--- src/iod_pkg.sv ---
// Constants and types shared by the I/O element cells and the memory data lane
// What this block does
// - Column block takes 28 array signals: data, oe, two CEs, clock, aclr, sclr per element.
// - Each element offers two input paths, combinational or from the input register.
// - Six dedicated low-skew element clock lines feed the element registers.
// - Each element picks its own oe, CE and clock sources; aclr source is picked for the whole block.
// - Input register has clock and enable independent of output registers.
// - Output and OE registers share one clock source and one enable.
// - All three registers share sclr and aclr, each may ignore either.
// - With input register used, other path stays combinational with one delay setting.
// - Block shares one clear source; element chooses preset or clear, not both.
// - Registers start at programmed value; low responds to clear, high to preset.
// - All registers of one element use the same preset or clear signal.
// - Data group is one strobe, one mask and up to nine data pins.
// - Nine-bit group also works as eight-bit group.
// - Parity allowed, one bit per eight data bits, on any data pin.
// - Mask pin low marks write data valid, high masks it.
// - Strobe or read clock input is delayed programmably to centre in data window.
// - Delayed strobe clocks the registers capturing read data.
// - System clock times strobes; write clock lags a quarter period, times data.
// - Lane rate stays within 167 MHz clock and 333 Mbps data.
package iod_pkg;
  localparam int ADDR_W   = 8;
  localparam int N_ELEM   = 4;
  localparam int N_IOCLK  = 6;
  localparam int LANE_W   = 9;
  localparam int DLY_TAPS = 16;
  localparam int CLK_MHZ  = 125;
  localparam int PH_N     = 4;
  localparam int MAX_MHZ  = 167;
  localparam int MAX_MBPS = 333;

  // Register offsets
  localparam logic [ADDR_W-1:0] OFF_CTRL  = 8'h00;
  localparam logic [ADDR_W-1:0] OFF_STAT  = 8'h04;
  localparam logic [ADDR_W-1:0] OFF_ECFG0 = 8'h10;

  // Control register fields
  localparam int CTRL_W   = 14;
  localparam int F_LANE   = 0;
  localparam int F_BIDIR  = 1;
  localparam int F_WIDE9  = 2;
  localparam int F_PAREN  = 3;
  localparam int F_PARPOS = 4;
  localparam int F_DLY    = 8;
  localparam int F_ACSRC  = 12;

  // Status register fields
  localparam int S_PARERR = 0;
  localparam int S_DRV    = 1;
  localparam int S_PEND   = 2;
  localparam int S_RATEOK = 3;

  // Element configuration fields
  localparam int ECFG_W  = 19;
  localparam int F_INREG = 0;
  localparam int F_ICLK  = 1;
  localparam int F_OCLK  = 4;
  localparam int F_ICE   = 7;
  localparam int F_OCE   = 8;
  localparam int F_OEON  = 9;
  localparam int F_PUHI  = 10;
  localparam int F_IGNS  = 11;
  localparam int F_IGNA  = 14;
  localparam int F_DLYA  = 17;
  localparam int F_DLYB  = 18;

  // Clock source codes, below CS_ARRAY picks a dedicated line
  localparam logic [2:0] CS_ARRAY = 3'h6;

  // Lane phases of the divided system clock
  localparam logic [1:0] PH_LAUNCH = 2'h0;
  localparam logic [1:0] PH_FALL   = 2'h2;

  localparam logic [1:0] RESP_OKAY   = 2'h0;
  localparam logic [1:0] RESP_SLVERR = 2'h2;

  typedef enum logic [1:0] {REG_NONE, REG_CTRL, REG_STAT, REG_ECFG} iod_reg_t;
endpackage : iod_pkg

--- src/iod_cell.sv ---
// One element register with clear, preset and enable handling
`timescale 1ns/10ps
`default_nettype none
module iod_cell (
  // Clock and reset
  input  wire logic aclk,
  input  wire logic aresetn,
  // Control
  input  wire logic init,
  input  wire logic tick,
  input  wire logic ce,
  input  wire logic sclr,
  input  wire logic aclr,
  input  wire logic ign_sclr,
  input  wire logic ign_aclr,
  input  wire logic pu_high,
  // Data
  input  wire logic d,
  output logic      q
);
  typedef struct packed {
    logic q;
  } iod_cell_st_t;

  iod_cell_st_t st_q;
  iod_cell_st_t st_d;

  always_comb begin
    st_d = st_q;
    if (init) begin
      st_d.q = pu_high;
    end else if (aclr && !ign_aclr) begin
      st_d.q = pu_high;
    end else if (tick && sclr && !ign_sclr) begin
      st_d.q = pu_high;
    end else if (tick && ce) begin
      st_d.q = d;
    end
  end

  always_ff @(posedge aclk) begin
    if (!aresetn) begin
      st_q <= '0;
    end else begin
      st_q <= st_d;
    end
  end

  assign q = st_q.q;
endmodule : iod_cell
`default_nettype wire

--- src/iod_top.sv ---
// Column I/O block of four elements plus one DDR memory data lane
//
// Implementation choices: the register addresses and the AXI4-Lite register port.
`timescale 1ns/10ps
`default_nettype none
module iod_top #(
  parameter int DQ_W = iod_pkg::LANE_W
) (
  // Clock and reset
  input  wire logic                        aclk,
  input  wire logic                        aresetn,
  // AXI4-Lite slave
  input  wire logic [iod_pkg::ADDR_W-1:0]  awaddr,
  input  wire logic                        awvalid,
  output logic                             awready,
  input  wire logic [31:0]                 wdata,
  input  wire logic [3:0]                  wstrb,
  input  wire logic                        wvalid,
  output logic                             wready,
  output logic [1:0]                       bresp,
  output logic                             bvalid,
  input  wire logic                        bready,
  input  wire logic [iod_pkg::ADDR_W-1:0]  araddr,
  input  wire logic                        arvalid,
  output logic                             arready,
  output logic [31:0]                      rdata,
  output logic [1:0]                       rresp,
  output logic                             rvalid,
  input  wire logic                        rready,
  // Logic array side of the elements
  input  wire logic [iod_pkg::N_ELEM-1:0]  arr_dout,
  input  wire logic [iod_pkg::N_ELEM-1:0]  arr_oe,
  input  wire logic [iod_pkg::N_ELEM-1:0]  arr_ce_in,
  input  wire logic [iod_pkg::N_ELEM-1:0]  arr_ce_out,
  input  wire logic [iod_pkg::N_ELEM-1:0]  arr_clk_tick,
  input  wire logic [iod_pkg::N_ELEM-1:0]  arr_aclr,
  input  wire logic [iod_pkg::N_ELEM-1:0]  arr_sclr,
  input  wire logic [iod_pkg::N_IOCLK-1:0] ioclk_tick,
  output logic [iod_pkg::N_ELEM-1:0]       arr_din_a,
  output logic [iod_pkg::N_ELEM-1:0]       arr_din_b,
  // Element pins
  input  wire logic [iod_pkg::N_ELEM-1:0]  elem_pin_i,
  output logic [iod_pkg::N_ELEM-1:0]       elem_pin_o,
  output logic [iod_pkg::N_ELEM-1:0]       elem_pin_oe,
  // Lane user side
  input  wire logic                        wr_valid,
  output logic                             wr_ready,
  input  wire logic [2*DQ_W-1:0]           wr_data,
  input  wire logic [1:0]                  wr_be,
  output logic                             rd_valid,
  output logic [2*DQ_W-1:0]                rd_data,
  // Lane memory pins
  output logic                             mem_clk_o,
  input  wire logic [DQ_W-1:0]             dq_i,
  output logic [DQ_W-1:0]                  dq_o,
  output logic [DQ_W-1:0]                  dq_oe,
  input  wire logic                        dqs_i,
  output logic                             dqs_o,
  output logic                             dqs_oe,
  output logic                             dm_o
);
  import iod_pkg::*;

  localparam int          LANE_MHZ = CLK_MHZ / PH_N;
  localparam logic        RATE_OK  = (LANE_MHZ <= MAX_MHZ) && (2 * LANE_MHZ <= MAX_MBPS);

  typedef struct packed {
    logic                              aw_got;
    logic [ADDR_W-1:0]                 aw_addr;
    logic                              w_got;
    logic [31:0]                       w_data;
    logic [3:0]                        w_strb;
    logic                              bvalid;
    logic [1:0]                        bresp;
    logic                              rvalid;
    logic [31:0]                       rdata;
    logic [1:0]                        rresp;
    logic [CTRL_W-1:0]                 ctrl;
    logic [N_ELEM-1:0][ECFG_W-1:0]     ecfg;
    logic [N_ELEM-1:0]                 init;
    logic                              par_err;
    logic [N_ELEM-1:0]                 pin_s1;
    logic [N_ELEM-1:0]                 pin_s2;
    logic [N_ELEM-1:0]                 pin_d;
    logic [DQ_W-1:0]                   dq_s1;
    logic [DQ_W-1:0]                   dq_s2;
    logic                              dqs_s1;
    logic                              dqs_echo;
    logic [DLY_TAPS-1:0]               dqs_chain;
    logic                              dqs_prev;
    logic [DQ_W-1:0]                   rise_cap;
    logic                              rd_valid;
    logic [2*DQ_W-1:0]                 rd_data;
    logic [1:0]                        ph;
    logic                              sysclk;
    logic                              wpend;
    logic [2*DQ_W-1:0]                 wbuf;
    logic [1:0]                        wbe;
    logic [DQ_W-1:0]                   wfall;
    logic                              wfall_be;
    logic                              drv;
    logic [DQ_W-1:0]                   dq_o;
    logic                              dm;
    logic                              dqs_o;
    logic                              dqs_oe;
  } iod_st_t;

  iod_st_t st_q;
  iod_st_t st_d;

  function automatic iod_reg_t dec_reg(input logic [ADDR_W-1:0] a);
    iod_reg_t r;
    r = REG_NONE;
    if (a == OFF_CTRL) r = REG_CTRL;
    else if (a == OFF_STAT) r = REG_STAT;
    else if (a >= OFF_ECFG0 && a < OFF_ECFG0 + ADDR_W'(4 * N_ELEM) && a[1:0] == 2'h0) r = REG_ECFG;
    return r;
  endfunction : dec_reg

  function automatic logic [31:0] merge(input logic [31:0] old, input logic [31:0] nw, input logic [3:0] be);
    logic [31:0] r;
    r = old;
    for (int b = 0; b < 4; b++) begin
      if (be[b]) r[8*b +: 8] = nw[8*b +: 8];
    end
    return r;
  endfunction : merge

  function automatic logic clk_pick(input logic [2:0] sel, input logic [N_IOCLK-1:0] ioc, input logic arr);
    logic r;
    r = 1'h1;
    if (sel < CS_ARRAY) r = ioc[sel];
    else if (sel == CS_ARRAY) r = arr;
    return r;
  endfunction : clk_pick

  // Place parity of eight data bits on the chosen pin, data fills the rest
  function automatic logic [DQ_W-1:0] par_ins(input logic [DQ_W-1:0] d, input logic [3:0] pos);
    logic [DQ_W-1:0] r;
    int              j;
    r = '0;
    j = 0;
    for (int i = 0; i < DQ_W; i++) begin
      if (i == int'(pos)) begin
        r[i] = ^d[DQ_W-2:0];
      end else begin
        r[i] = d[j];
        j++;
      end
    end
    return r;
  endfunction : par_ins

  logic                 wide9;
  logic                 par_on;
  logic                 shared_aclr;
  logic                 dly_stb;
  logic [N_ELEM-1:0]    in_q;
  logic [N_ELEM-1:0]    out_q;
  logic [N_ELEM-1:0]    oe_q;
  iod_reg_t             wsel;
  iod_reg_t             rsel;

  assign wide9       = st_q.ctrl[F_WIDE9];
  assign par_on      = st_q.ctrl[F_PAREN] && wide9;
  assign shared_aclr = arr_aclr[st_q.ctrl[F_ACSRC +: 2]];
  assign dly_stb     = st_q.dqs_chain[st_q.ctrl[F_DLY +: 4]];
  assign wsel        = dec_reg(st_q.aw_addr);
  assign rsel        = dec_reg(araddr);

  assign awready  = !st_q.aw_got && !st_q.bvalid;
  assign wready   = !st_q.w_got && !st_q.bvalid;
  assign arready  = !st_q.rvalid;
  assign wr_ready = st_q.ctrl[F_LANE] && !st_q.wpend;

  // Elements: clock selection, three register cells, two input paths
  for (genvar e = 0; e < N_ELEM; e++) begin : g_elem
    logic [ECFG_W-1:0] cfg;
    logic              in_tick;
    logic              out_tick;
    logic              path_a;
    logic              path_b;
    assign cfg      = st_q.ecfg[e];
    assign in_tick  = clk_pick(cfg[F_ICLK +: 3], ioclk_tick, arr_clk_tick[e]);
    assign out_tick = clk_pick(cfg[F_OCLK +: 3], ioclk_tick, arr_clk_tick[e]);
    assign path_a   = cfg[F_DLYA] ? st_q.pin_d[e] : st_q.pin_s2[e];
    // One delay setting applies once the register takes a path
    assign path_b   = (cfg[F_INREG] ? cfg[F_DLYA] : cfg[F_DLYB]) ? st_q.pin_d[e] : st_q.pin_s2[e];
    assign arr_din_a[e]   = cfg[F_INREG] ? in_q[e] : path_a;
    assign arr_din_b[e]   = path_b;
    assign elem_pin_o[e]  = out_q[e];
    assign elem_pin_oe[e] = oe_q[e];

    iod_cell u_in (
      .aclk     (aclk),
      .aresetn  (aresetn),
      .init     (st_q.init[e]),
      .tick     (in_tick),
      .ce       (!cfg[F_ICE] || arr_ce_in[e]),
      .sclr     (arr_sclr[e]),
      .aclr     (shared_aclr),
      .ign_sclr (cfg[F_IGNS]),
      .ign_aclr (cfg[F_IGNA]),
      .pu_high  (cfg[F_PUHI]),
      .d        (path_a),
      .q        (in_q[e])
    );
    iod_cell u_out (
      .aclk     (aclk),
      .aresetn  (aresetn),
      .init     (st_q.init[e]),
      .tick     (out_tick),
      .ce       (!cfg[F_OCE] || arr_ce_out[e]),
      .sclr     (arr_sclr[e]),
      .aclr     (shared_aclr),
      .ign_sclr (cfg[F_IGNS+1]),
      .ign_aclr (cfg[F_IGNA+1]),
      .pu_high  (cfg[F_PUHI]),
      .d        (arr_dout[e]),
      .q        (out_q[e])
    );
    iod_cell u_oe (
      .aclk     (aclk),
      .aresetn  (aresetn),
      .init     (st_q.init[e]),
      .tick     (out_tick),
      .ce       (!cfg[F_OCE] || arr_ce_out[e]),
      .sclr     (arr_sclr[e]),
      .aclr     (shared_aclr),
      .ign_sclr (cfg[F_IGNS+2]),
      .ign_aclr (cfg[F_IGNA+2]),
      .pu_high  (cfg[F_PUHI]),
      .d        (cfg[F_OEON] || arr_oe[e]),
      .q        (oe_q[e])
    );
  end

  always_comb begin
    st_d          = st_q;
    st_d.init     = '0;
    st_d.rd_valid = 1'h0;

    // Bus write: address and data in either order, answer once both are in
    if (awvalid && awready) begin
      st_d.aw_got  = 1'h1;
      st_d.aw_addr = awaddr;
    end
    if (wvalid && wready) begin
      st_d.w_got  = 1'h1;
      st_d.w_data = wdata;
      st_d.w_strb = wstrb;
    end
    if (st_q.bvalid && bready) st_d.bvalid = 1'h0;
    if (st_q.aw_got && st_q.w_got) begin
      st_d.aw_got = 1'h0;
      st_d.w_got  = 1'h0;
      st_d.bvalid = 1'h1;
      st_d.bresp  = RESP_OKAY;
      case (wsel)
        REG_CTRL: st_d.ctrl = CTRL_W'(merge(32'(st_q.ctrl), st_q.w_data, st_q.w_strb));
        REG_STAT: begin
          if (st_q.w_strb[0] && st_q.w_data[S_PARERR]) st_d.par_err = 1'h0;
        end
        REG_ECFG: begin
          st_d.ecfg[st_q.aw_addr[3:2]] =
            ECFG_W'(merge(32'(st_q.ecfg[st_q.aw_addr[3:2]]), st_q.w_data, st_q.w_strb));
          st_d.init[st_q.aw_addr[3:2]] = 1'h1;
        end
        default: st_d.bresp = RESP_SLVERR;
      endcase
    end

    // Bus read
    if (st_q.rvalid && rready) st_d.rvalid = 1'h0;
    if (arvalid && arready) begin
      st_d.rvalid = 1'h1;
      st_d.rdata  = '0;
      st_d.rresp  = RESP_OKAY;
      case (rsel)
        REG_CTRL: st_d.rdata = 32'(st_q.ctrl);
        REG_STAT: st_d.rdata = 32'({RATE_OK, st_q.wpend, st_q.drv, st_q.par_err});
        REG_ECFG: st_d.rdata = 32'(st_q.ecfg[araddr[3:2]]);
        default:  st_d.rresp = RESP_SLVERR;
      endcase
    end

    // Pin synchronisers
    st_d.pin_s1    = elem_pin_i;
    st_d.pin_s2    = st_q.pin_s1;
    st_d.pin_d     = st_q.pin_s2;
    st_d.dq_s1     = dq_i;
    st_d.dq_s2     = st_q.dq_s1;
    st_d.dqs_s1    = dqs_i;
    st_d.dqs_chain = {st_q.dqs_chain[DLY_TAPS-2:0], st_q.dqs_s1};
    st_d.dqs_prev  = dly_stb;
    // Own strobe echoes back through the pin; keep it out of the delay line
    st_d.dqs_echo  = st_q.dqs_oe;
    if (st_q.dqs_oe || st_q.dqs_echo) st_d.dqs_chain = '0;

    // Read capture on delayed strobe edges, rising half then falling half
    if (st_q.ctrl[F_LANE] && !st_q.drv) begin
      if (dly_stb && !st_q.dqs_prev) begin
        st_d.rise_cap = st_q.dq_s2 & {wide9, {(DQ_W-1){1'h1}}};
      end
      if (!dly_stb && st_q.dqs_prev) begin
        st_d.rd_valid = 1'h1;
        st_d.rd_data  = {st_q.dq_s2 & {wide9, {(DQ_W-1){1'h1}}}, st_q.rise_cap};
        if (par_on && ((^st_q.dq_s2) || (^st_q.rise_cap))) st_d.par_err = 1'h1;
      end
    end

    // Divided system clock; write clock lags it by one phase of four
    // Parked one phase early so the first clock high after enable is full length
    st_d.ph     = st_q.ctrl[F_LANE] ? st_q.ph + 2'h1 : PH_LAUNCH - 2'h1;
    st_d.sysclk = st_q.ctrl[F_LANE] && !st_d.ph[1];

    if (st_q.ph == PH_LAUNCH) begin
      if (st_q.wpend) begin
        st_d.wpend    = 1'h0;
        st_d.drv      = 1'h1;
        st_d.dq_o     = st_q.wbuf[DQ_W-1:0];
        st_d.dm       = !st_q.wbe[0];
        st_d.wfall    = st_q.wbuf[2*DQ_W-1:DQ_W];
        st_d.wfall_be = st_q.wbe[1];
      end else begin
        st_d.drv = 1'h0;
        st_d.dm  = 1'h1;
      end
    end else if (st_q.ph == PH_FALL && st_q.drv) begin
      st_d.dq_o = st_q.wfall;
      st_d.dm   = !st_q.wfall_be;
    end
    st_d.dqs_o  = st_d.sysclk && st_d.drv;
    st_d.dqs_oe = st_d.drv && st_q.ctrl[F_BIDIR];

    // Write load, parity inserted per half when enabled
    if (wr_valid && wr_ready) begin
      st_d.wpend = 1'h1;
      st_d.wbe   = wr_be;
      st_d.wbuf  = wr_data;
      if (par_on) begin
        st_d.wbuf = {par_ins(wr_data[2*DQ_W-1:DQ_W], st_q.ctrl[F_PARPOS +: 4]),
                     par_ins(wr_data[DQ_W-1:0], st_q.ctrl[F_PARPOS +: 4])};
      end
    end

    if (!st_q.ctrl[F_LANE]) begin
      st_d.wpend = 1'h0;
      st_d.drv   = 1'h0;
      st_d.dm    = 1'h1;
    end
  end

  always_ff @(posedge aclk) begin
    if (!aresetn) begin
      st_q    <= '0;
      st_q.dm <= 1'h1;
    end else begin
      st_q <= st_d;
    end
  end

  assign bvalid    = st_q.bvalid;
  assign bresp     = st_q.bresp;
  assign rvalid    = st_q.rvalid;
  assign rdata     = st_q.rdata;
  assign rresp     = st_q.rresp;
  assign rd_valid  = st_q.rd_valid;
  assign rd_data   = st_q.rd_data;
  assign mem_clk_o = st_q.sysclk;
  assign dq_o      = st_q.dq_o;
  // Top pin of the group floats in eight-bit use
  assign dq_oe     = {st_q.drv && wide9, {(DQ_W-1){st_q.drv}}};
  assign dqs_o     = st_q.dqs_o;
  assign dqs_oe    = st_q.dqs_oe;
  assign dm_o      = st_q.dm;
endmodule : iod_top
`default_nettype wire

--- config.mk ---
export PLATFORM = sky130hd
export DESIGN_NAME = iod_top
export DESIGN_NICKNAME = d
export VERILOG_FILES = /design/src/iod_pkg.sv /design/src/iod_cell.sv /design/src/iod_top.sv
export SDC_FILE = /design/constraint.sdc
export NUM_CORES = 1
export LEC_CHECK = 0
export BUFFER_PORTS_ARGS = -buffer_cell sky130_fd_sc_hd__buf_2
export CAP_MARGIN = 20
export CORE_MARGIN = 2
export CORE_UTILIZATION = 55
export CTS_CLUSTER_SIZE = 12
export DETAILED_ROUTE_END_ITERATION = 12
export PLACE_DENSITY_LB_ADDON = 0.08
export SETUP_SLACK_MARGIN = 0.4
export SYNTH_ARGS = -nofsm -noshare
export SYNTH_HDL_FRONTEND = slang
export SYNTH_SLANG_ARGS = --single-unit
--- constraint.sdc ---
create_clock -name aclk -period 7.9 [get_ports aclk]
set_input_delay 0.79 -clock aclk [delete_from_list [all_inputs] [get_ports aclk]]
set_output_delay 0.79 -clock aclk [all_outputs]
set_load 0.1 [all_outputs]
After elaboration in Yosys (flattened, before gate mapping). Cells that the tools add are included.

Reductions and logical operators: 163. Multiplexer cells: 238. Eq/ne operators: 26. Bitwise gates (word level): 2. $lt $le $gt $ge: 33. Add/sub/neg operators: 8.

Operators with widths (number): $mux 32 (23); $lt 32x6->1 const B (8); $add 32x2->32 const B (7); $mux 1 (154); $bmux 19 s2 (2); $bwmux 76 (1); $mux 19 (4); $bmux 1 s4 (17); $logic_and 1x1->1 (66); $pmux 19 s3 (1); $mux 8 (6); $reduce_bool 4->1 (12); $logic_not 1->1 (43); $demux 19 s2 (1); $mux 35 (1); $lt 3x4->1 const B (8); $bmux 1 s3 (8); $eq 3x3->1 const B (8); $lt 3x3->1 const B (8); $mux 21 (1); $eq 4x4->1 const A (5); $mux 10 (2); $mux 18 (1); $mux 2 (9); other kinds (29) (74).

Output and inout bits: 99. Bits in registers: 301. Word-level logic and storage cells: 524. Bits of input ports: 128.

Depth between registers and ports, before layout.
Depth after elaboration: 38. Depth in mapped cells: 27. Depth with buffers taken out: 23.

Modules after synthesis. A second synthesis with hierarchy kept.

Cells, all modules: 1585. Area total of the unflattened synthesis: 14531.4 sq um.

Modules (own cells, without submodules): iod_top (area each 13555.5 sq um, cells each 1489, times used 1, sequential area each 5485.3 sq um); iod_cell (area each 81.3 sq um, cells each 8, times used 12, sequential area each 20.0 sq um).

Worst setup path after synthesis. No wires, ideal clock.

Kind: reg2reg. Start: register st_q[209] in the netlist's numbering. End: register st_q[32] in the netlist's numbering. Cell stages (with the launch flop): 26. Data arrival time: 6.150 ns. Slack: 1.617 ns. Buffers on the path: 4. Library setup time: 0.133 ns. Data required time: 7.767 ns. Period minus slack after synthesis: 6.283 ns. Cell sequence: dfxtp_1 -> clkbuf_1 -> clkbuf_1 -> nor4_1 -> ha_1 -> clkbuf_1 -> buf_1 -> inv_2 -> xnor2_1 -> ha_1 -> mux2i_1 -> inv_1 -> ha_1 -> mux2_2 -> ha_1 -> mux2i_1 -> inv_1 -> ha_1 -> and3_1 -> o21ai_0 -> o211ai_2 -> xnor2_2 -> mux4_2 -> mux2i_1 -> mux2_2 -> a211oi_2.

Word-level cells in the longest chain between the ends: 33. Elaborated cells on any way between the ends: 40. Those cells by class: add/sub: 6; eq/ne: 7; mux: 26; reduce/logical: 1.

RTL lines: from (decl) (line iod_top.sv:108) `iod_st_t st_q;`; from (signal assigned) (line iod_top.sv:359) `st_q <= st_d;`; $logic_not 4->1 (line iod_top.sv:144) `if (i == int'(pos)) begin`; $mux 1 (line iod_top.sv:144); $mux 32 (line iod_top.sv:341) `if (par_on) begin`; $mux 32 (line iod_top.sv:337) `if (wr_valid && wr_ready) begin`; $add 32x2->32 (line iod_top.sv:148) `j++;`; $mux 32 (line iod_top.sv:144); $mux 32 (line iod_top.sv:341); $mux 32 (line iod_top.sv:337); (+16 left out); $add 32x2->32 (line iod_top.sv:148); $mux 32 (line iod_top.sv:144); $mux 32 (line iod_top.sv:341); $mux 32 (line iod_top.sv:337); $bmux 1 s4 (line iod_top.sv:147) `r[i] = d[j];`; $mux 1 (not written as such) (2 in series) (line iod_top.sv:147); $mux 1 (*) (line iod_top.sv:144); $mux 18 (*) (line iod_top.sv:341).

Every way passes the cells marked *; elsewhere a longest branch is shown, timed or not. The select of a mux whose other input is x is not followed. A chain may end at the register's enable or synchronous reset.

Worst setup path in the final report.
Start: register st_q[212] in the netlist's numbering. End: register st_q[32] in the netlist's numbering.

Same word-level chain as after synthesis.

==> summary.md <==
| Metric | Value |
|---|---|
| Length of the first detailed-routing pass in iterations | `5` |
| Max-cap violations | `0` |
| CTS root buf | `clkbuf_16` |
| Final-layout fill cell count | `2402` |
| Worst IR drop on VDD | `0.1353 mV` |
| Register Area | `5725 µm²` |
| Minimum period implied by the final worst setup slack | `6.903 ns` |
| Largest buffer count on any clock path | `3` |
| Number of antenna violations at the first check in global routing | `1` |
| Total Routing Usage GR | `27.70%` |
| Async SR Flop Fraction | `0%` |
| Hold Buf Count CTS | `0` |
| First-pass GRT wire length | `62.97 mm` |
| Synth Cell Area | `15010 µm²` |
| Critical path class | `reg2reg` |
| Boundary pin count | `227` |
| Critical-path maximum fanout | `19` |
| Post-Route Setup TNS | `0 ns` |
| Inserted Clock Buffers | `31` |
| Total Die Area | `28630 µm²` |
| Avg Vias per Cell | `around 5.9` |
| WP data arrival | `7.29 ns` |
| Final-stage net count | `between 1500 and 2000` |
| Critical path capture point type | `flop` |
| Clock network latency to the later pin of the worst-skew pair | `0.55 ns` |
| Vias after detailed routing | `12239` |
| Fraction of final layout cells with drive strength greater than 1 | `21.79%` |
| Remaining max-slew budget at the tightest pin | `between 20 and 30%` |
| Final hold violation count | `0` |
| Routed length per placed instance | `19.61 µm` |
| Count of cells along the worst hold path | `2` |
| Antenna Nets Post-Route | `0` |
| Unrepaired setup endpoints after global routing | `false` |
| Horizontal die dimension | `169.2 µm` |
| Via count of the first global-routing pass | `11266` |
| Placed Cells incl. Taps | `2018` |
| Clock tree from TritonCTS | `done` |
| Fraction of post-synthesis cell area in the top cell type by area | `38.14%` |
| Number of post-CTS setup repair buffers | `0` |
| Maximum level of the CTS H-tree | `1` |
| Biggest area consumer among synthesized cells | `dfxtp_1` |
| Number of max-slew violations in the final report | `0` |
| Number of instances resized during post-cts repair | `0` |
| Post-route DRC violation count | `0` |
| CP required | `8.29 ns` |
| Most common cell in the synthesized netlist | `dfxtp_1` |
| Total power divided by cell area | `196.3 nW/µm²` |
| Overflow left after global routing | `0` |
| Number of instances in the synthesized netlist | `around 1600` |
| Cell Count, Final, Fillers Out | `approximately 2100` |
| Pin count of the biggest net entering global routing | `roughly 130` |
| Number of cell instances on the worst register-to-register path | `23` |
| Die height | `between 150 and 200 µm` |
| Worst hold-check path type | `in2reg` |
| Achievable frequency | `144.9 MHz` |
| CTS clk-pin slew, worst paths | `0.06 ns` |
| Count of buffers from port buffering | `197` |
| Number of violations reported at the end of detailed-routing iteration 0 | `899` |
| Status | `finished, final reports clean` |
| Growth of design area from synthesis to finish | `10.23%` |
| Mean instance size in the synthesized netlist | `roughly 9 µm²` |
| Post-synth cell types | `between 70 and 80` |
| Last weighted congestion value of the routability-driven placer | `0.8567` |
| Num Clock Sinks | `286` |
| Number of warning messages in the yosys log | `0` |
| Area of the core region | `26880 µm²` |
| Number of enable flip-flop cells after synthesis | `0` |
| Initial Utilization | `55.86%` |
| Routed WL | `around 40 mm` |
| Final count of negative-setup-slack endpoints | `0` |
| Detailed placer's ending HPWL | `about 28 mm` |
| Post-synthesis register bit count | `286` |
| Top cells by count, synth | `dfxtp_1, nor2_1, nand2_1, a21oi_1, mux2i_1` |
| Sort of element at the start of the critical path | `flop` |
| Sequential area share after synthesis | `38.14%` |
| Post-route fraction of the period consumed by the critical path | `87.38%` |
| Main flop type after synthesis | `dfxtp_1` |
| Clock skew after layout | `about 0.013 ns` |
| Leading cell types by total area after synthesis | `dfxtp_1, mux4_2, mux2i_1` |
| Area occupied by multi-input gates | `approximately 8200 µm²` |
| Site Rows | `60` |
| Transition at the pin with the smallest max-transition slack | `1.112 ns` |
| Leakage component of the power | `6.319 nW` |
logic make-up (layout without fill, tap and decap cells):
kind of cell,Yosys count,after routing,synth area share [%]
buffers and inverters,230,299,7.951
other,1,16,0.02498
XOR/XNOR,42,42,2.692
flip-flops,286,286,38.14
multiplexers,205,205,19.88
adder cells (fa/ha/maj),9,9,0.7501
AND/OR/NAND/NOR,553,553,16.98
AO/OA/AOI/OAI,321,321,13.59
metal layers:
layer  vias up  routed length (µm)  track usage [%]
met2       448               19650            47.63
met3        56                2325            3.008
li1       5858                   -                -
met1      5877               17720            37.55
met5         -                   0                0
met4         0                 929            6.838
layout make-up:
| type | count | share of cell area, % |
|---|---|---|
| antenna | 1 | 0.01512 |
| inverter | 34 | 0.8015 |
| sequential | 286 | 34.60 |
| timing repair buffer | 214 | 6.715 |
| multi-input combinational | 1145 | 49.32 |
| clock inverter | 8 | 0.5822 |
| clock buffer | 43 | 5.384 |
| tap | 341 | 2.578 |
cell usage in the layout (no fill, tap or decap), drive strengths merged, types with 9 or more instances in the layout:
cell type and count:
o21ai 51, nor3 15, nor2 222, xnor2 36, o22ai 9, nor3b 16
inv 34, mux2i 111, ha 9, a21oi 126, nor2b 10, nand3 22
and2 64, a211oi 85, clkbuf 44, mux2 22, buf 213, dfxtp 286
nand2 157, mux4 72, conb 15
state kept, by name, indices dropped and copies added, names as in the netlist, 4 cells and up:
| register | count |
|---|---|
| g_elem.cfg | 76 |
| g_elem.u_in.q | 4 |
| st_q | 125 |
| g_elem.u_out.q | 4 |
| st_d | 17 |
| rdata | 19 |
| dq_o | 9 |
| g_elem.u_oe.q | 4 |
| rd_data | 18 |
metrics by stage:
stage	area, µm²	hold WS [ns]	power, W	utilization [%]	setup slack, ns
finish	16550	0.4149	0.003248	61.57	0.9969
global route	16550	0.4199	0.003349	61.57	0.4116
CTS	16530	0.4003	0.003264	61.51	1.027
detailed placement	15540	0.4184	0.001865	57.84	1.052
global placement	15540	0.4138	0.001862	57.84	1.311
floorplan	15060	0.4057	0.001768	-	1.617
power breakdown:
| group | switching (W) | internal (W) | leakage (nW) | total (W) |
|---|---|---|---|---|
| clock | 0.000573 | 0.000841 | 0.486 | 0.00141 |
| sequential | 0.0000239 | 0.00147 | 2.32 | 0.00149 |
| combinational | 0.000235 | 0.000109 | 3.52 | 0.000344 |
| total | 0.000832 | 0.00242 | 6.32 | 0.00325 |
critical path: stages (launching register included):
cell	delay [ns]
dfxtp_1	0.69
inv_1	0.15
nand2_1	0.12
nor3_1	0.06
ha_1	0.70
inv_2	0.18
xnor2_1	0.17
ha_1	0.31
mux2i_1	0.39
inv_1	0.13
ha_1	0.34
mux2_2	0.34
ha_1	0.29
mux2i_1	0.47
inv_1	0.17
ha_1	0.27
and3_1	0.18
o21ai_0	0.18
o211ai_2	0.18
xnor2_2	0.44
mux4_2	0.57
mux2i_1	0.15
mux2_2	0.18
a211oi_2	0.06
final timing paths:
kind	startpoint	end	slack (ns)
worst max-delay path	st_q[212]$_SDFFE_PN0P_	st_q[32]$_SDFFE_PN0P_	1.0
worst min register to register	st_d[95]$_SDFF_PN0_	st_q[95]$_SDFF_PN0_	0.43
worst max register to register	st_q[212]$_SDFFE_PN0P_	st_q[32]$_SDFFE_PN0P_	1.0
worst min-delay path	rready	rvalid$_SDFFE_PN0P_	0.41
Note: power is estimated with default switching activity, not from simulation.
